==> config.mk <==
export PLATFORM = sky130hd
export DESIGN_NAME = sbl_top
export DESIGN_NICKNAME = d
export VERILOG_FILES = /design/src/sbl_pkg.sv /design/src/sbl_top.sv /design/src/sbl_uart.sv
export SDC_FILE = /design/constraint.sdc
export NUM_CORES = 1
export LEC_CHECK = 0
export BUFFER_PORTS_ARGS = -buffer_cell sky130_fd_sc_hd__clkbuf_2
export CORE_MARGIN = 8
export CORE_UTILIZATION = 60
export CTS_BUF_LIST = sky130_fd_sc_hd__clkbuf_8
export CTS_CLUSTER_SIZE = 12
export DETAILED_ROUTE_END_ITERATION = 7
export GPL_ROUTABILITY_DRIVEN = 0
export GPL_TIMING_DRIVEN = 0
export PLACE_DENSITY_LB_ADDON = 0.2
export SLEW_MARGIN = 0
export SYNTH_ARGS = -nofsm -noshare
export SYNTH_HDL_FRONTEND = slang
export SYNTH_SLANG_ARGS = --single-unit
==> constraint.sdc <==
create_clock -name clock -period 9.4 [get_ports clock]
set_input_delay 0.47 -clock clock [delete_from_list [all_inputs] [get_ports clock]]
set_output_delay 0.47 -clock clock [all_outputs]
set_load 0.02 [all_outputs]
==> src/sbl_pkg.sv <==
// Notes on behaviour
// - Serial link runs at 9600 baud on both ends.
// - Characters framed as one start, eight data, no parity, one stop.
// - Baud divisor equals clock over sixteen times baud; 52 at 8.0 MHz.
// - Allow 10 ms per EEPROM byte, up to 3.5 ms per flash byte.
// - Show menu; accept E, P or L in either case.
// - CR, LF or both end a received line.
// - Erase bulk erases flash below F800, then reads every location back.
// - Report Erased if all read FF, else Not Erased; then menu.
// - Send asterisk when ready; host sends one record per asterisk.
// - Repeat until S9 record; otherwise wait forever, only reset escapes.
// - Flash byte failing readback reports Not Programmed, then menu.
// - Load-EE erases 0D00-0FFF, verifies FF, then starts record handshake.
package sbl_pkg;
	localparam int SYS_CLK_HZ = 100_000_000;
	localparam int CLK_MHZ = SYS_CLK_HZ / 1_000_000;
	localparam int BAUD_RATE = 9600;
	localparam int OVERSAMPLE = 16;
	// Divisor that an 8.0 MHz clock would need
	localparam int SERIAL_DIVISOR_DEFAULT = 52;
	localparam logic [9:0] BAUD_DIV = 10'(SYS_CLK_HZ / (OVERSAMPLE * BAUD_RATE));
	localparam int EE_PROG_US = 10_000;
	localparam int FL_PROG_US = 3_500;
	localparam int ERASE_US = 10_000;
	localparam int EE_PROG_CYC = EE_PROG_US * CLK_MHZ;
	localparam int FL_PROG_CYC = FL_PROG_US * CLK_MHZ;
	localparam int ERASE_CYC = ERASE_US * CLK_MHZ;
	localparam logic [15:0] FL_LO = 16'h8000;
	localparam logic [15:0] FL_HI = 16'hF7FF;
	localparam logic [15:0] EE_LO = 16'h0D00;
	localparam logic [15:0] EE_HI = 16'h0FFF;
	localparam logic [7:0] ERASED_BYTE = 8'hFF;
	localparam int REC_MAX = 68;
	localparam logic [7:0] CH_CR = 8'h0D;
	localparam logic [7:0] CH_LF = 8'h0A;
	localparam logic [7:0] CH_S = 8'h73;
	localparam logic [7:0] CH_E = 8'h65;
	localparam logic [7:0] CH_P = 8'h70;
	localparam logic [7:0] CH_L = 8'h6C;
	localparam logic [7:0] CH_STAR = 8'h2A;
	localparam logic [3:0] REC_DATA = 4'h1;
	localparam logic [3:0] REC_END = 4'h9;
	localparam int ROM_LEN = 78;
	localparam logic [8*ROM_LEN-1:0] MSG_ROM = {
		"\r\n(E)rase, (P)rogram or (L)oadEE: ", 8'h00,
		"\r\nErased", 8'h00, "\r\nNot Erased", 8'h00,
		"\r\nNot Programmed", 8'h00, "\r\n*", 8'h00};
	localparam logic [6:0] MSG_MENU = 7'h00;
	localparam logic [6:0] MSG_ERASED = 7'h23;
	localparam logic [6:0] MSG_NOT_ERASED = 7'h2C;
	localparam logic [6:0] MSG_NOT_PROG = 7'h39;
	localparam logic [6:0] MSG_STAR = 7'h4A;

	typedef enum logic [3:0] {
		ST_MENU = 4'h0, ST_PRINT = 4'h1, ST_SELECT = 4'h2, ST_ERASE = 4'h3,
		ST_VRD = 4'h4, ST_VCHK = 4'h5, ST_PROMPT = 4'h6, ST_RECV = 4'h7,
		ST_PGM_LD = 4'h8, ST_PGM_WAIT = 4'h9, ST_PGM_CHK = 4'hA
	} sbl_state_t;

	typedef struct packed {
		logic [9:0] div;
		logic [3:0] rx_tk;
		logic [3:0] rx_bit;
		logic rx_busy;
		logic [7:0] rx_sh;
		logic [7:0] rx_data;
		logic rx_valid;
		logic [3:0] tx_tk;
		logic [3:0] tx_bit;
		logic [9:0] tx_sh;
		logic tx_busy;
		logic tx_pin;
	} sbl_uart_t;

	typedef struct packed {
		sbl_state_t st;
		sbl_state_t nxt;
		logic [6:0] ptr;
		logic tx_valid;
		logic [7:0] tx_data;
		logic ee;
		logic [15:0] addr;
		logic [7:0] wdata;
		logic wr;
		logic rd;
		logic er;
		logic [19:0] cnt;
		logic [1:0] pos;
		logic [3:0] rtype;
		logic hi_ok;
		logic [3:0] hi;
		logic [6:0] nb;
		logic [6:0] idx;
	} sbl_top_t;
endpackage

==> src/sbl_top.sv <==
`timescale 1ns/1ps
module sbl_top #(
	parameter int EE_PROG_CYC = sbl_pkg::EE_PROG_CYC,
	parameter int FL_PROG_CYC = sbl_pkg::FL_PROG_CYC,
	parameter int ERASE_CYC = sbl_pkg::ERASE_CYC,
	// A smaller divisor only shortens simulation; the default gives 9600 baud
	parameter logic [9:0] BAUD_DIV = sbl_pkg::BAUD_DIV
) (
	// Clock and reset
	input wire logic clock,
	input wire logic rst_n,
	// Serial link to the host
	input wire logic ser_rx,
	output logic ser_tx,
	// Flash and EEPROM arrays
	output logic [15:0] mem_addr,
	output logic [7:0] mem_wdata,
	output logic mem_write,
	output logic mem_read,
	output logic mem_erase,
	output logic mem_eeprom,
	input wire logic [7:0] mem_rdata
);
	sbl_pkg::sbl_top_t s_q, s_d;
	logic [7:0] rec_q [0:sbl_pkg::REC_MAX-1];
	logic rx_valid;
	logic [7:0] rx_data;
	logic tx_ready;
	logic [7:0] rl;
	logic [7:0] ch;
	logic buf_we;
	logic [7:0] buf_wd;

	function automatic logic is_hex(input logic [7:0] c);
		return (c >= 8'h30 && c <= 8'h39) || (c >= 8'h61 && c <= 8'h66);
	endfunction

	function automatic logic [3:0] hex_val(input logic [7:0] c);
		return (c <= 8'h39) ? c[3:0] : c[3:0] + 4'h9;
	endfunction

	function automatic logic [7:0] msg_char(input logic [6:0] p);
		return sbl_pkg::MSG_ROM[8*(sbl_pkg::ROM_LEN-1-int'(p)) +: 8];
	endfunction

	sbl_uart #(.BAUD_DIV(BAUD_DIV)) u_uart (
		.clock(clock),
		.rst_n(rst_n),
		.rx(ser_rx),
		.tx(ser_tx),
		.tx_valid(s_q.tx_valid),
		.tx_data(s_q.tx_data),
		.tx_ready(tx_ready),
		.rx_valid(rx_valid),
		.rx_data(rx_data)
	);

	// Letters are folded to lower case so both cases decode alike
	assign rl = rx_data | 8'h20;
	assign ch = msg_char(s_q.ptr);
	assign buf_wd = {s_q.hi, hex_val(rl)};
	assign mem_addr = s_q.addr;
	assign mem_wdata = s_q.wdata;
	assign mem_write = s_q.wr;
	assign mem_read = s_q.rd;
	assign mem_erase = s_q.er;
	assign mem_eeprom = s_q.ee;

	always_comb begin
		s_d = s_q;
		s_d.tx_valid = 1'b0;
		s_d.wr = 1'b0;
		s_d.rd = 1'b0;
		s_d.er = 1'b0;
		buf_we = 1'b0;
		case (s_q.st)
			sbl_pkg::ST_MENU: begin
				s_d.ptr = sbl_pkg::MSG_MENU;
				s_d.nxt = sbl_pkg::ST_SELECT;
				s_d.st = sbl_pkg::ST_PRINT;
			end
			sbl_pkg::ST_PRINT: begin
				if (ch == 8'h00) begin
					s_d.st = s_q.nxt;
				end else if (tx_ready && !s_q.tx_valid) begin
					s_d.tx_valid = 1'b1;
					s_d.tx_data = ch;
					s_d.ptr = s_q.ptr + 7'h01;
				end
			end
			sbl_pkg::ST_SELECT: begin
				if (rx_valid) begin
					if (rl == sbl_pkg::CH_E || rl == sbl_pkg::CH_L) begin
						s_d.ee = (rl == sbl_pkg::CH_L);
						s_d.er = 1'b1;
						s_d.cnt = 20'(ERASE_CYC);
						s_d.st = sbl_pkg::ST_ERASE;
					end else if (rl == sbl_pkg::CH_P) begin
						s_d.ee = 1'b0;
						s_d.st = sbl_pkg::ST_PROMPT;
					end
				end
			end
			sbl_pkg::ST_ERASE: begin
				if (s_q.cnt == 20'h00000) begin
					s_d.addr = s_q.ee ? sbl_pkg::EE_LO : sbl_pkg::FL_LO;
					s_d.st = sbl_pkg::ST_VRD;
				end else begin
					s_d.cnt = s_q.cnt - 20'h00001;
				end
			end
			sbl_pkg::ST_VRD: begin
				s_d.rd = 1'b1;
				s_d.st = sbl_pkg::ST_VCHK;
			end
			sbl_pkg::ST_VCHK: begin
				if (mem_rdata != sbl_pkg::ERASED_BYTE) begin
					s_d.ptr = sbl_pkg::MSG_NOT_ERASED;
					s_d.nxt = sbl_pkg::ST_MENU;
					s_d.st = sbl_pkg::ST_PRINT;
				end else if (s_q.addr == (s_q.ee ? sbl_pkg::EE_HI : sbl_pkg::FL_HI)) begin
					if (s_q.ee) begin
						s_d.st = sbl_pkg::ST_PROMPT;
					end else begin
						s_d.ptr = sbl_pkg::MSG_ERASED;
						s_d.nxt = sbl_pkg::ST_MENU;
						s_d.st = sbl_pkg::ST_PRINT;
					end
				end else begin
					s_d.addr = s_q.addr + 16'h0001;
					s_d.st = sbl_pkg::ST_VRD;
				end
			end
			sbl_pkg::ST_PROMPT: begin
				s_d.ptr = sbl_pkg::MSG_STAR;
				s_d.nxt = sbl_pkg::ST_RECV;
				s_d.st = sbl_pkg::ST_PRINT;
				s_d.pos = 2'h0;
			end
			sbl_pkg::ST_RECV: begin
				if (!rx_valid) begin
					s_d.pos = s_q.pos;
				end else if (rx_data == sbl_pkg::CH_CR || rx_data == sbl_pkg::CH_LF) begin
					// A lone CR or LF between records is dropped
					if (s_q.pos != 2'h0) begin
						s_d.pos = 2'h0;
						if (s_q.rtype == sbl_pkg::REC_END) begin
							s_d.st = sbl_pkg::ST_MENU;
						end else if (s_q.rtype == sbl_pkg::REC_DATA && s_q.nb >= 7'h04) begin
							s_d.addr = {rec_q[1], rec_q[2]};
							s_d.idx = 7'h03;
							s_d.st = sbl_pkg::ST_PGM_LD;
						end else begin
							s_d.st = sbl_pkg::ST_PROMPT;
						end
					end
				end else if (s_q.pos == 2'h0) begin
					if (rl == sbl_pkg::CH_S) begin
						s_d.pos = 2'h1;
					end
				end else if (s_q.pos == 2'h1) begin
					s_d.rtype = hex_val(rl);
					s_d.pos = 2'h2;
					s_d.nb = 7'h00;
					s_d.hi_ok = 1'b0;
				end else if (is_hex(rl)) begin
					if (!s_q.hi_ok) begin
						s_d.hi = hex_val(rl);
						s_d.hi_ok = 1'b1;
					end else begin
						s_d.hi_ok = 1'b0;
						// Bytes past the buffer are dropped; longer records are illegal
						if (s_q.nb < 7'(sbl_pkg::REC_MAX)) begin
							buf_we = 1'b1;
							s_d.nb = s_q.nb + 7'h01;
						end
					end
				end
			end
			sbl_pkg::ST_PGM_LD: begin
				if ({1'b0, s_q.idx} >= rec_q[0]) begin
					s_d.st = sbl_pkg::ST_PROMPT;
				end else begin
					s_d.wdata = rec_q[s_q.idx];
					s_d.wr = 1'b1;
					s_d.cnt = s_q.ee ? 20'(EE_PROG_CYC) : 20'(FL_PROG_CYC);
					s_d.st = sbl_pkg::ST_PGM_WAIT;
				end
			end
			sbl_pkg::ST_PGM_WAIT: begin
				if (s_q.cnt == 20'h00000) begin
					s_d.rd = 1'b1;
					s_d.st = sbl_pkg::ST_PGM_CHK;
				end else begin
					s_d.cnt = s_q.cnt - 20'h00001;
				end
			end
			sbl_pkg::ST_PGM_CHK: begin
				if (mem_rdata != s_q.wdata) begin
					s_d.ptr = sbl_pkg::MSG_NOT_PROG;
					s_d.nxt = sbl_pkg::ST_MENU;
					s_d.st = sbl_pkg::ST_PRINT;
				end else begin
					s_d.addr = s_q.addr + 16'h0001;
					s_d.idx = s_q.idx + 7'h01;
					s_d.st = sbl_pkg::ST_PGM_LD;
				end
			end
			default: begin
				s_d.st = sbl_pkg::ST_MENU;
			end
		endcase
	end

	always_ff @(posedge clock or negedge rst_n) begin
		if (!rst_n) begin
			s_q <= '0;
		end else begin
			s_q <= s_d;
		end
	end

	// Record buffer needs no reset: it is only read after a full line filled it
	always_ff @(posedge clock) begin
		if (buf_we) begin
			rec_q[s_q.nb] <= buf_wd;
		end
	end

	// Checking logic
	logic [20:0] since_wr_q;

	always_ff @(posedge clock or negedge rst_n) begin
		if (!rst_n) begin
			since_wr_q <= '0;
		end else if (s_q.wr) begin
			since_wr_q <= 21'h000000;
		end else if (since_wr_q != 21'h1FFFFF) begin
			since_wr_q <= since_wr_q + 21'h000001;
		end
	end
endmodule

==> src/sbl_uart.sv <==
`timescale 1ns/1ps
module sbl_uart #(
	parameter logic [9:0] BAUD_DIV = sbl_pkg::BAUD_DIV
) (
	// Clock and reset
	input wire logic clock,
	input wire logic rst_n,
	// Serial pins
	input wire logic rx,
	output logic tx,
	// Byte side
	input wire logic tx_valid,
	input wire logic [7:0] tx_data,
	output logic tx_ready,
	output logic rx_valid,
	output logic [7:0] rx_data
);
	sbl_pkg::sbl_uart_t s_q, s_d;
	logic tick;

	assign tick = (s_q.div == BAUD_DIV - 10'h001);
	assign tx = s_q.tx_pin;
	assign tx_ready = !s_q.tx_busy;
	assign rx_valid = s_q.rx_valid;
	assign rx_data = s_q.rx_data;

	always_comb begin
		s_d = s_q;
		s_d.rx_valid = 1'b0;
		s_d.div = tick ? 10'h000 : s_q.div + 10'h001;
		if (!s_q.rx_busy) begin
			if (tick && !rx) begin
				s_d.rx_busy = 1'b1;
				s_d.rx_tk = 4'h0;
				s_d.rx_bit = 4'h0;
			end
		end else if (tick) begin
			s_d.rx_tk = s_q.rx_tk + 4'h1;
			if (s_q.rx_bit == 4'h0 && s_q.rx_tk == 4'h7) begin
				// A glitch shorter than half a bit is not a start bit
				s_d.rx_busy = !rx;
				s_d.rx_bit = 4'h1;
				s_d.rx_tk = 4'h0;
			end else if (s_q.rx_bit != 4'h0 && s_q.rx_tk == 4'hF) begin
				s_d.rx_bit = s_q.rx_bit + 4'h1;
				if (s_q.rx_bit == 4'h9) begin
					s_d.rx_busy = 1'b0;
					s_d.rx_valid = rx;
					s_d.rx_data = s_q.rx_sh;
				end else begin
					s_d.rx_sh = {rx, s_q.rx_sh[7:1]};
				end
			end
		end
		if (!s_q.tx_busy) begin
			if (tx_valid) begin
				s_d.tx_sh = {1'b1, tx_data, 1'b0};
				s_d.tx_busy = 1'b1;
				s_d.tx_bit = 4'h0;
				s_d.tx_tk = 4'h0;
			end
		end else if (tick) begin
			s_d.tx_tk = s_q.tx_tk + 4'h1;
			if (s_q.tx_tk == 4'hF) begin
				s_d.tx_sh = {1'b1, s_q.tx_sh[9:1]};
				s_d.tx_bit = s_q.tx_bit + 4'h1;
				s_d.tx_busy = (s_q.tx_bit != 4'h9);
			end
		end
		s_d.tx_pin = s_d.tx_busy ? s_d.tx_sh[0] : 1'b1;
	end

	always_ff @(posedge clock or negedge rst_n) begin
		if (!rst_n) begin
			s_q <= '0;
			s_q.tx_pin <= 1'b1;
		end else begin
			s_q <= s_d;
		end
	end

	// Checking logic: cycles since the last baud tick
	logic [9:0] gap_q;

	always_ff @(posedge clock or negedge rst_n) begin
		if (!rst_n) begin
			gap_q <= 10'h000;
		end else if (tick) begin
			gap_q <= 10'h000;
		end else begin
			gap_q <= gap_q + 10'h001;
		end
	end
endmodule

==> Word-level counts from Yosys, hierarchy flattened <==
Memories as Yosys holds them, arrays and structs flattened. A register that Yosys moved wholly into a read port is not among the register bits.
Cells that the tools add are included.
Widths: inputs -> output; s select.
{ "word_totals": {"output_inout_bits": 29, "mem_count": 1, "inputBits": 11, "regBits": 145, "ram_bits": 544, "word_cells": 269} }
{ "memory_table": {"columns": ["memory", "words", "width", "rd", "rd_clocked_by_memory_dff", "wr", "line_no", "rtl"], "rows": [
  ["rec_q", 68, 8, 4, 1, 1, "sbl_top.sv:25", "logic [7:0] rec_q [0:sbl_pkg::REC_MAX-1];"]
]} }
{ "op_classes": {"addsub": 12, "shifts": 1, "n_eq_ne": 56, "n_reduce_logical": 55, "bitwise_logic": 8, "n_mux": 99, "magnitude_cmp": 7} }
{ "op_table": {"columns": ["op", "n"], "rows": [
  ["$shiftx 624x11->8 const A", 1],
  ["$mux 16", 13],
  ["$mux 4", 16],
  ["$pmux 16 s4", 1],
  ["$mux 7", 9],
  ["$mux 20", 3],
  ["$pmux 20 s3", 1],
  ["$mux 19", 3],
  ["$mux 21", 2],
  ["$pmux 4 s10", 1],
  ["$ne 2x2->1 const B", 19],
  ["$mux 9", 4],
  ["$pmux 7 s5", 1],
  ["$mux 11", 3],
  ["$mux 15", 2],
  ["$reduce_and 5->1", 6],
  ["$eq 4x4->1 const B", 7],
  ["$eq 7x6->1 const B", 4],
  ["$mux 26", 1],
  ["$mux 22", 1],
  ["$add 7x1->7 const B", 3],
  ["$mux 1", 21],
  ["$reduce_and 7->1", 3],
  ["$eq 4x3->1 const B", 5],
  ["55 further kinds", 108]
]} }

==> Logic depth before layout (Yosys ltp) <==
Gate-level depths: netlist of run 1.
{ "logic_depth": {"ltp_word": 11, "depth_mapped": 16, "mapped_depth_nobuf": 11} }

==> By module <==
From an unflattened synthesis of run 1, not the netlist that was laid out.
{ "unflattened": {"cells_unflattened": 2067, "area_unflattened_um2": 31126.1} }
{ "by_module_without_submodules": {"columns": ["mod", "instances", "cells_each", "seq_area_each_um2", "area_per_inst_um2"], "rows": [
  ["sbl_top", 1, 1828, 18687.9, 28442.3],
  ["sbl_uart", 1, 239, 1402.6, 2683.8]
]} }

==> Worst setup path before layout of run 1 <==
No wires, ideal clock.
{ "synth_path": {"kind": "register -> register", "start": "register u_uart.s_q, in the netlist u_uart.rx_data[1]", "end": "memory rec_q[0][2], data pin", "arrival_time_ps": 3469, "required_ps": 8798, "period_less_slack_ps": 4071, "path_buffers": 0, "path_stages_with_launch": 7, "setup_ps": 602, "slack_ps": 5329, "path_cell_list": "dfrtp_1 inv_1 ha_1 o21ai_0 a311oi_1 nor2b_1 xnor2_1"} }
{ "synth_between": {"elab_chain_len": 2, "elab_cells_between_ends": 3, "cone_classes": "1 x add/sub; 1 x order compare; 1 x mux"} }
{ "synth_lines": {"columns": ["item", "line_no", "rtl"], "rows": [
  ["from (decl)", "sbl_uart.sv:18", "sbl_pkg::sbl_uart_t s_q, s_d;"],
  ["$le 8x6->1 or $add 4x4->4 (tied branches)", "sbl_top.sv:39", "return (c <= 8'h39) ? c[3:0] : c[3:0] + 4'h9;"],
  ["$mux 4 *", "sbl_top.sv:39", null],
  ["via buf_wd[2]", "sbl_top.sv:32", "logic [7:0] buf_wd;"],
  ["to (decl)", "sbl_top.sv:25", null]
]} }
The timed path passes the listed nets; every way through them passes the cells marked *.

==> Worst setup path after layout of run 1 <==
{ "layout_path": {"start": "register s_q[0] in the netlist's numbering", "end": "register, netlist name mem_wdata[7]"} }
{ "layout_between": {"elab_chain_len": 3} }
{ "layout_lines": {"columns": ["item", "line_no", "rtl"], "rows": [
  ["from (decl)", "sbl_top.sv:24", "sbl_pkg::sbl_top_t s_q, s_d;"],
  ["from (signal assigned)", "sbl_top.sv:217", "s_q <= '0;"],
  ["from (signal assigned)", "sbl_top.sv:219", "s_q <= s_d;"],
  ["$ge 7x8->1", "sbl_top.sv:181", "if ({1'b0, s_q.idx} >= rec_q[0]) begin"],
  ["$not 1->1 (no line)", null, null],
  ["$reduce_and 2->1 (no line)", null, null]
]} }
Several ways; a longest one is shown, not always the timed one.
A chain may end at the register's enable or synchronous reset.

==> flow_metrics.env, run 1 <==
export IMPL_numClockSinks=694
export IMPL_ys_seq_area_frac=0.649
export IMPL_hold_class="in -> reg"
export IMPL_path_class="reg -> reg"
export IMPL_start_util=0.604
export IMPL_syn_num_nets=2104
export IMPL_gr_usage_all_layers=0.249
export IMPL_maxSlewHeadroom=0.334
export IMPL_die_area_mm2=0.0591
export IMPL_fin_crit_ns=5.20
export IMPL_ys_ff_latch=694
export IMPL_vias=19205
export IMPL_p_switching_mw=1.19
export IMPL_synth_simple_gate_area_frac=0.0814
export IMPL_setup_viol=0
export IMPL_synth_compound_area_share=0.0731
export IMPL_finalNetCount=2266
export IMPL_status="finished, final reports clean"
export IMPL_cts_buffer_depth=3
export IMPL_final_cell_mix="544 x edfxtp_1, 190 x nor2_1, 176 x mux4_2, 152 x nand2_1, 145 x dfrtp_1"
export IMPL_first_pass_iters=6
export IMPL_synth_distinct_cells=92
export IMPL_numPortBuffers=39
export IMPL_postSynth_asyncResetShare=0.216
export IMPL_cpPeakStageDelay_ns=0.72
export IMPL_cp_data_required_time_ns=9.93
export IMPL_die_w_um=243
export IMPL_synth_top_family_by_area="multiplexers"
export IMPL_grt_pass1_wl_um=114000
export IMPL_crit_family="buffers and inverters"
export IMPL_via_per_inst=6.41
export IMPL_cp_slowest_cell="buf_1"
export IMPL_grt_max_degree=79
export IMPL_synth_edf_count=544
export IMPL_pwr_share_clk=0.414
export IMPL_synth_xor_area_frac=0.0123
export IMPL_final_common_cell="edfxtp_1"
export IMPL_p_sw_frac=0.211
export IMPL_finalCritPeriodShare=0.553
export IMPL_worstHoldPathCells=3
export IMPL_leakagePower_nw=10.6
export IMPL_route_detailed_drc=0
export IMPL_synthAdderAreaFrac=0.0113
export IMPL_wirelength_um=73400
export IMPL_cap_violations=0
export IMPL_pin_count=40
export IMPL_powerDensity_mw_per_mm2=164
export IMPL_gr_total_overflow=0
export IMPL_synthFlopType="edfxtp_1"
export IMPL_drtIter0Drc=2246
export IMPL_ctsHtreeMaxLevel=3
export IMPL_worstPathCellList="clkbuf_1 -> clkbuf_1 -> buf_1 -> clkbuf_1 -> inv_1 -> ha_1 -> nand2b_1 -> a21o_1 -> a21o_1 -> a21o_1 -> a21o_1 -> a21oi_1 -> o221ai_1 -> clkbuf_1 -> nand2_1 -> o21ai_0"
export IMPL_cts_tree="done"
export IMPL_fin_tns_setup_ns=0
export IMPL_syn_area_mm2=0.0309
export IMPL_cts_setup_buffers=0
export IMPL_crit_cells=16
export IMPL_cp_start_kind="flop"
export IMPL_dp_hpwl_um=51200
export IMPL_area_growth_pct=10.8
export IMPL_finClkSkew_ns=0.0411
export IMPL_report_power_total_mw=5.63
export IMPL_tightest_slew_ns=1.00
export IMPL_syn_area_per_cell_um2=15.0
export IMPL_antenna_found_initial=1
export IMPL_clock_latency_ns=0.73
export IMPL_p_int_mw=4.44
export IMPL_cts_buffers=107
export IMPL_fmax_mhz=192
export IMPL_hold_viol=0
export IMPL_drive_above_1_share=0.213
export IMPL_drv_slew=0
export IMPL_num_rows=83
export IMPL_worstPathMaxFanout=10
export IMPL_peakVddDrop_v=0.000182
export IMPL_clkTransAtPathRegs_ns=0.06
export IMPL_postSynthCellCount=2065
export IMPL_cp_buffers_inverters=6
export IMPL_clockRootBuffer="clkbuf_8"
export IMPL_postCtsResizedCells=0
export IMPL_antenna_cells=0
export IMPL_crit_arrival_ns=5.73
export IMPL_die_h_um=243
export IMPL_pwr_share_seq=0.582
export IMPL_core_mm2=0.0512
export IMPL_synth_mux_area_frac=0.144
export IMPL_endpoint_kind="flop"
export IMPL_combPwrFrac=0.004
export IMPL_grt_pass1_vias=19328
export IMPL_grt_setup_unrepaired="false"
export IMPL_yosysWarnings=0
export IMPL_routedWlPerCell_um=24.5
export IMPL_r2r_worst_path_cells=16
export IMPL_drtAntennaViolNets=0
-- sequential cells by signal, indices dropped and copies added, names as in the netlist --
signal           flops
u_uart.rx_data       8
buf_wd               4
s_q                 62
rec_q              544
u_uart.rx_valid      1
mem_write            1
mem_eeprom           1
mem_erase            1
mem_wdata            8
mem_read             1
u_uart.s_q          46
u_uart.tx            1
mem_addr            16
-- power groups by stage --
stage / Sequential [mW] / Combinational, mW / Clock, mW
floorplan: 3.34 / 0.00264 / 0
global placement: 3.34 / 0.0194 / 0
detailed placement: 3.34 / 0.0217 / 0
CTS: 3.27 / 0.0221 / 2.36
global route: 3.27 / 0.0244 / 2.50
finish: 3.27 / 0.0211 / 2.33
-- worst min-delay path: cells and delay by family --
kind,cells,cell delay [ns]
AND/OR/NAND/NOR,1,0.09
buffers and inverters,2,0.22
-- metal layers --
layer  up-vias  part of all wire  wire length (µm)  GRT usage
li1       8363                 -                 -          -
met5         -                 0                 0          0
met3       183             0.084              6200     0.0562
met2       983              0.49             35800      0.406
met1      9676              0.39             28700      0.326
met4         0             0.037              2700     0.0941
-- cells in the mapped netlist (all sizes together) (28+ instances only) --
master,count,share of area
a21oi,72,0.012
buf,84,0.016
clkbuf,52,0.0064
dfrtp,149,0.12
edfxtp,544,0.53
ha,28,0.011
inv,48,0.0059
mux4,176,0.13
nand2,153,0.019
nand3,56,0.0095
nor2,190,0.023
o21ai,129,0.021
-- cell type report --
class / count / area [µm²]
fillers: 3467 / 16900
well taps: 680 / 851
plain buffers: 136 / 699
multi-input cells: 1186 / 10000
repair buffers: 53 / 472
inverters: 49 / 186
clock buffers: 114 / 1570
clock inverters: 83 / 423
flip-flops and latches: 694 / 20100
-- repair_timing --
item	in CTS	in global routing
hold endpoints to repair	76	0
setup endpoints to repair	0	0
hold buffers	1	0
-- per-stage QoR --
stage                     hold WS, ns  instance area [µm²]  std cells  utilization  setup WS, ns
after CTS                      0.0783                34300       2995        0.670          4.18
after detailed placement        0.457                32300       2797        0.631          4.22
after global routing            0.108                34300       2995        0.670          3.84
after global placement          0.457                32000       2784        0.625          2.74
after floorplan                 0.174                30900       2065            -          5.33
final                           0.117                34300       2995        0.670          4.20
-- kinds of logic (layout without fill, tap and decap cells) --
family,Yosys count,count (layout)
adder cells (fa/ha/maj),28,28
flip-flops,694,694
XOR/XNOR,40,40
buffers and inverters,185,435
AND/OR/NAND/NOR,539,539
multiplexers,222,222
AO/OA/AOI/OAI,357,357
-- final timing paths --
kind | slack [ns] | from | to
hold reg to reg | 0.49 | u_uart.s_q[11] | u_uart.s_q[10]
hold / removal | 0.12 | ser_rx | u_uart.rx_valid
max in group asynchronous | 8.21 | rst_n | mem_wdata[6]
setup reg to reg | 4.20 | s_q[0] | mem_wdata[7]
setup / recovery | 4.20 | s_q[0] | mem_wdata[7]
min in group asynchronous | 0.39 | rst_n | mem_eeprom
Power figures use the tool's default switching activity.
==> inputs of run 2 (changes only) <==
CORE_UTILIZATION = 59   (was 60)
clock period = 4.3 ns   (was 9.4 ns; I/O delays follow)
==> flow_metrics.env, run 2 (same netlist as run 1, synthesis figures left out) <==
export IMPL_num_rows=84
export IMPL_r2r_setup_slack_ns=0.21
export IMPL_cts_setup_buffers=0
export IMPL_final_cell_mix="544 x edfxtp_1, 176 x mux4_2, 149 x nand2_1, 149 x nor2_1, 145 x dfrtp_1"
export IMPL_worstPathMaxFanout=8
export IMPL_stdcell_count=3008
export IMPL_worstReg2RegStart="u_uart.rx_data[1]"
export IMPL_numClockSinks=694
export IMPL_fin_tns_setup_ns=0
export IMPL_largest_register="rec_q"
export IMPL_fin_util=0.664
export IMPL_hold_viol=0
export IMPL_final_common_cell="edfxtp_1"
export IMPL_routedWlPerCell_um=24.2
export IMPL_gr_usage_all_layers=0.242
export IMPL_nFillCells=3561
export IMPL_cap_violations=0
export IMPL_cp_data_required_time_ns=4.62
export IMPL_finClkSkew_ns=0.0261
export IMPL_vias=19153
export IMPL_cts_tree="done"
export IMPL_finalCritPeriodShare=0.951
export IMPL_drive_above_1_share=0.234
export IMPL_drv_slew=0
export IMPL_maxSlewHeadroom=0.325
export IMPL_die_h_um=245
export IMPL_drtIter0Drc=2177
export IMPL_status="finished, final reports clean"
export IMPL_start_util=0.592
export IMPL_grt_setup_unrepaired="true"
export IMPL_fin_crit_ns=4.09
export IMPL_antenna_found_initial=3
export IMPL_leakagePower_nw=10.7
export IMPL_clock_latency_ns=0.71
export IMPL_clockRootBuffer="clkbuf_8"
export IMPL_report_power_total_mw=12.5
export IMPL_core_mm2=0.0522
export IMPL_finalInstanceArea_mm2=0.0347
export IMPL_tightest_slew_ns=1.01
export IMPL_grt_max_degree=91
export IMPL_placed_cells=2805
export IMPL_clkTransAtPathRegs_ns=0.06
export IMPL_pin_count=40
export IMPL_crit_arrival_ns=4.41
export IMPL_reg_top3="rec_q: 544 flops, s_q: 62 flops, u_uart.s_q: 46 flops"
export IMPL_die_w_um=245
export IMPL_cp_start_kind="flop"
export IMPL_ff_latch_area_mm2=0.0201
export IMPL_via_per_inst=6.37
export IMPL_cts_buffer_depth=3
export IMPL_finalWorstSetupSlack_ns=0.210
export IMPL_endpoint_kind="flop"
export IMPL_multiInputGateArea_mm2=0.0103
export IMPL_largest_reg_flops=544
export IMPL_setup_viol=0
export IMPL_post_place_ws_ns=-0.956
export IMPL_dp_hpwl_um=50900
export IMPL_gr_total_overflow=0
export IMPL_wirelength_um=72900
export IMPL_powerDensity_mw_per_mm2=361
export IMPL_route_detailed_drc=0
export IMPL_first_pass_iters=6
export IMPL_grt_pass1_vias=18726
export IMPL_area_growth_pct=12.1
export IMPL_numPortBuffers=39
export IMPL_placedInstanceArea_mm2=0.0323
export IMPL_r2r_worst_path_cells=10
export IMPL_hold_class="in -> async"
export IMPL_die_area_mm2=0.0600
export IMPL_finalNetCount=2265
export IMPL_fmax_mhz=245
export IMPL_path_class="reg -> reg"
export IMPL_ctsHtreeMaxLevel=3
export IMPL_holdWs_ns=0.0525
export IMPL_grt_pass1_wl_um=112000
export IMPL_drtAntennaViolNets=0
export IMPL_rr_endpoint="rec_q[13][3]"
export IMPL_cts_buffers=106
export IMPL_peakVddDrop_v=0.000306
==> run 2: cell count changes in the layout (fill, tap and decap cells not counted), moves of 3 or more <==
cell	previous run	this run
diode_2	0	3
nand2_2	1	4
clkinvlp_4	1	6
clkinv_2	19	15
nor2_1	190	149
clkinv_1	20	28
bufinv_16	1	7
nand2_1	152	149
inv_1	84	79
nor2_2	0	17
clkbuf_8	115	110
nor2_4	0	24
==> run 2: cell type report <==
type	instances	area share
clock inverters	90	0.0167
repair buffers	54	0.0137
well taps	688	0.0248
inverters	49	0.00538
flip-flops and latches	694	0.580
clock buffers	109	0.0433
multi-input cells	1186	0.296
diodes	3	0.000216
plain buffers	135	0.0202
==> run 2: report_power, final <==
group | total (mW) | switching (mW) | internal (mW)
Sequential | 7.16 | 0.0000897 | 7.16
Combinational | 0.0464 | 0.0349 | 0.0115
Clock | 5.32 | 2.53 | 2.79
Total | 12.5 | 2.56 | 9.96
==> run 2: worst max-delay path by stage <==
stage,start,end,slack (ns),cells after the start
floorplan,u_uart.rx_data[1],rec_q[0][2],0.23,6
global placement,u_uart.rx_data[1],rec_q[42][2],-2.44,6
detailed placement,s_q[0],mem_wdata[3],-0.96,16
CTS,u_uart.rx_data[1],rec_q[25][7],-0.003,10
global route,u_uart.rx_data[1],rec_q[29][1],-0.04,10
finish,u_uart.rx_data[1],rec_q[13][3],0.21,10
==> run 2: metal layers <==
layer,GRT usage,vias to the layer above,wire length [µm]
met5,0,-,0
met4,0.0880,0,2380
li1,-,8397,-
met1,0.324,9692,29300
met3,0.0463,165,5430
met2,0.396,899,35700
==> run 2: repair_timing <==
| action | 4_1_cts | 5_1_grt |
|---|---|---|
| hold buffers | 2 | 0 |
| setup endpoints to repair | 347 | 539 |
| hold endpoints to repair | 156 | 0 |
| resized for setup | 45 | 34 |
==> run 2: worst max-delay path: stages (launching register included) <==
cell and delay (ns):
dfrtp_1 0.44, inv_1 0.15, ha_1 0.23, o21ai_0 0.16, a2111oi_0 0.51, a31oi_1 0.22, nor4_4 0.51, and2_0 0.19
buf_2 0.17, nand2_1 0.33, nor2_1 0.79
==> inputs of run 3 (changes only) <==
GPL_TIMING_DRIVEN = unset   (was 0)
==> flow_metrics.env, run 3 (same netlist as run 1, synthesis figures left out) <==
export IMPL_status="finished with violations"
export IMPL_violations="design-rule violations"
export IMPL_fin_crit_ns=3.94
export IMPL_cp_start_kind="flop"
export IMPL_num_rows=84
export IMPL_powerDensity_mw_per_mm2=374
export IMPL_post_place_ws_ns=0.448
export IMPL_fin_tns_setup_ns=0
export IMPL_clockRootBuffer="clkbuf_8"
export IMPL_finClkSkew_ns=0.0202
export IMPL_maxSlewHeadroom=0.375
export IMPL_r2r_worst_path_cells=10
export IMPL_ff_latch_area_mm2=0.0201
export IMPL_worstReg2RegStart="u_uart.rx_data[1]"
export IMPL_grt_pass1_wl_um=113000
export IMPL_fmax_mhz=254
export IMPL_antenna_found_initial=1
export IMPL_clock_latency_ns=0.70
export IMPL_cts_hold_buffers_added=2
export IMPL_drtIter0Drc=2360
export IMPL_largest_register="rec_q"
export IMPL_grt_setup_unrepaired="false"
export IMPL_grt_max_degree=90
export IMPL_multiInputGateArea_mm2=0.0100
export IMPL_endpoint_kind="flop"
export IMPL_hp_start="mem_rdata[0]"
export IMPL_finalCritPeriodShare=0.916
export IMPL_die_h_um=245
export IMPL_drtAntennaViolNets=0
export IMPL_area_growth_pct=11.0
export IMPL_dp_hpwl_um=46500
export IMPL_leakagePower_nw=10.6
export IMPL_cts_buffers=108
export IMPL_placedInstanceArea_mm2=0.0321
export IMPL_cap_violations=0
export IMPL_numClockSinks=694
export IMPL_via_per_inst=6.43
export IMPL_min_to="s_q[84]"
export IMPL_peakVddDrop_v=0.000325
export IMPL_grt_pass1_vias=18834
export IMPL_route_detailed_drc=2
export IMPL_tightest_slew_ns=0.934
export IMPL_reg_top3="rec_q: 544 flops, s_q: 62 flops, u_uart.s_q: 46 flops"
export IMPL_cts_setup_buffers=0
export IMPL_gr_usage_all_layers=0.243
export IMPL_drv_slew=0
export IMPL_cp_data_required_time_ns=4.63
export IMPL_core_mm2=0.0522
export IMPL_vias=18950
export IMPL_drive_above_1_share=0.232
export IMPL_postCtsResizedCells=0
export IMPL_nFillCells=3559
export IMPL_worstPathMaxFanout=8
export IMPL_numPortBuffers=39
export IMPL_cts_tree="done"
export IMPL_finalWorstSetupSlack_ns=0.362
export IMPL_finalNetCount=2210
export IMPL_hold_viol=0
export IMPL_finalInstanceArea_mm2=0.0343
export IMPL_worstHoldPathCells=5
export IMPL_holdWs_ns=0.143
export IMPL_largest_reg_flops=544
export IMPL_antenna_cells=0
export IMPL_routedWlPerCell_um=24.6
export IMPL_wirelength_um=72500
export IMPL_start_util=0.592
export IMPL_path_class="reg -> reg"
export IMPL_crit_arrival_ns=4.27
export IMPL_first_pass_iters=8
export IMPL_final_cell_mix="544 x edfxtp_1, 190 x nor2_1, 176 x mux4_2, 152 x nand2_1, 142 x dfrtp_1"
export IMPL_hold_class="in -> reg"
export IMPL_gr_total_overflow=0
export IMPL_cts_buffer_depth=3
export IMPL_setup_viol=0
export IMPL_rr_endpoint="rec_q[44][1]"
export IMPL_pin_count=40
export IMPL_r2r_setup_slack_ns=0.36
export IMPL_die_w_um=245
export IMPL_ctsHtreeMaxLevel=3
export IMPL_die_area_mm2=0.0600
export IMPL_final_common_cell="edfxtp_1"
export IMPL_clkTransAtPathRegs_ns=0.06
==> run 3: changes by cell type in the layout (fill, tap and decap cells not counted), sizes merged <==
cell | before | now
buf | 97 | 92
bufinv | 7 | 10
clkbuf | 199 | 150
clkinv | 43 | 52
clkinvlp | 6 | 2
diode | 3 | 0
inv | 83 | 70
==> run 3: worst max-delay path by stage <==
stage,startpoint,to,slack [ns]
floorplan,u_uart.rx_data[1],rec_q[0][2],0.23
global placement,u_uart.rx_data[0],rec_q[44][0],0.55
detailed placement,u_uart.rx_data[1],rec_q[44][0],0.45
CTS,u_uart.rx_data[1],rec_q[29][2],0.42
global route,u_uart.rx_data[1],rec_q[44][1],0.05
finish,u_uart.rx_data[1],rec_q[44][1],0.36
==> run 3: layout make-up <==
type                       count  area share
clock buffer                 112      0.0449
timing repair buffer         132      0.0285
multi-input combinational   1186       0.292
inverter                      49     0.00543
clock inverter                85      0.0189
tap                          688      0.0251
sequential                   694       0.586
==> run 3: worst max-delay path, cell delays in order, from the launching register on <==
cell       delay [ns]
dfrtp_1          0.44
inv_1            0.15
ha_1             0.22
o21ai_0          0.15
a2111oi_0        0.44
a31oi_1          0.16
nor4_2           0.28
buf_4            0.19
and2_0           0.28
nand2_1          0.47
nor2_1           0.78
==> run 3: power by group <==
group / leakage [nW] / switching (mW) / internal, mW / total, mW
Sequential: 5.71 / 0.000533 / 7.16 / 7.16
Combinational: 3.70 / 0.0353 / 0.00984 / 0.0451
Clock: 1.21 / 2.60 / 3.04 / 5.63
==> run 3: stage by stage <==
step	util	total power, mW	instances
3_5_place_dp	0.615	7.34	2747
6_report	0.658	12.8	2946
3_3_place_gp	0.615	7.34	2747
4_1_cts	0.658	12.9	2946
5_1_grt	0.658	13.2	2946
2_1_floorplan	-	7.30	2065
==> run 3: layer usage <==
metal / routed length (µm) / track usage / vias up
met5: 0 / 0 / -
met4: 2200 / 0.0797 / 0
met3: 5780 / 0.0470 / 164
met2: 35100 / 0.389 / 952
met1: 29500 / 0.338 / 9600
li1: - / - / 8234
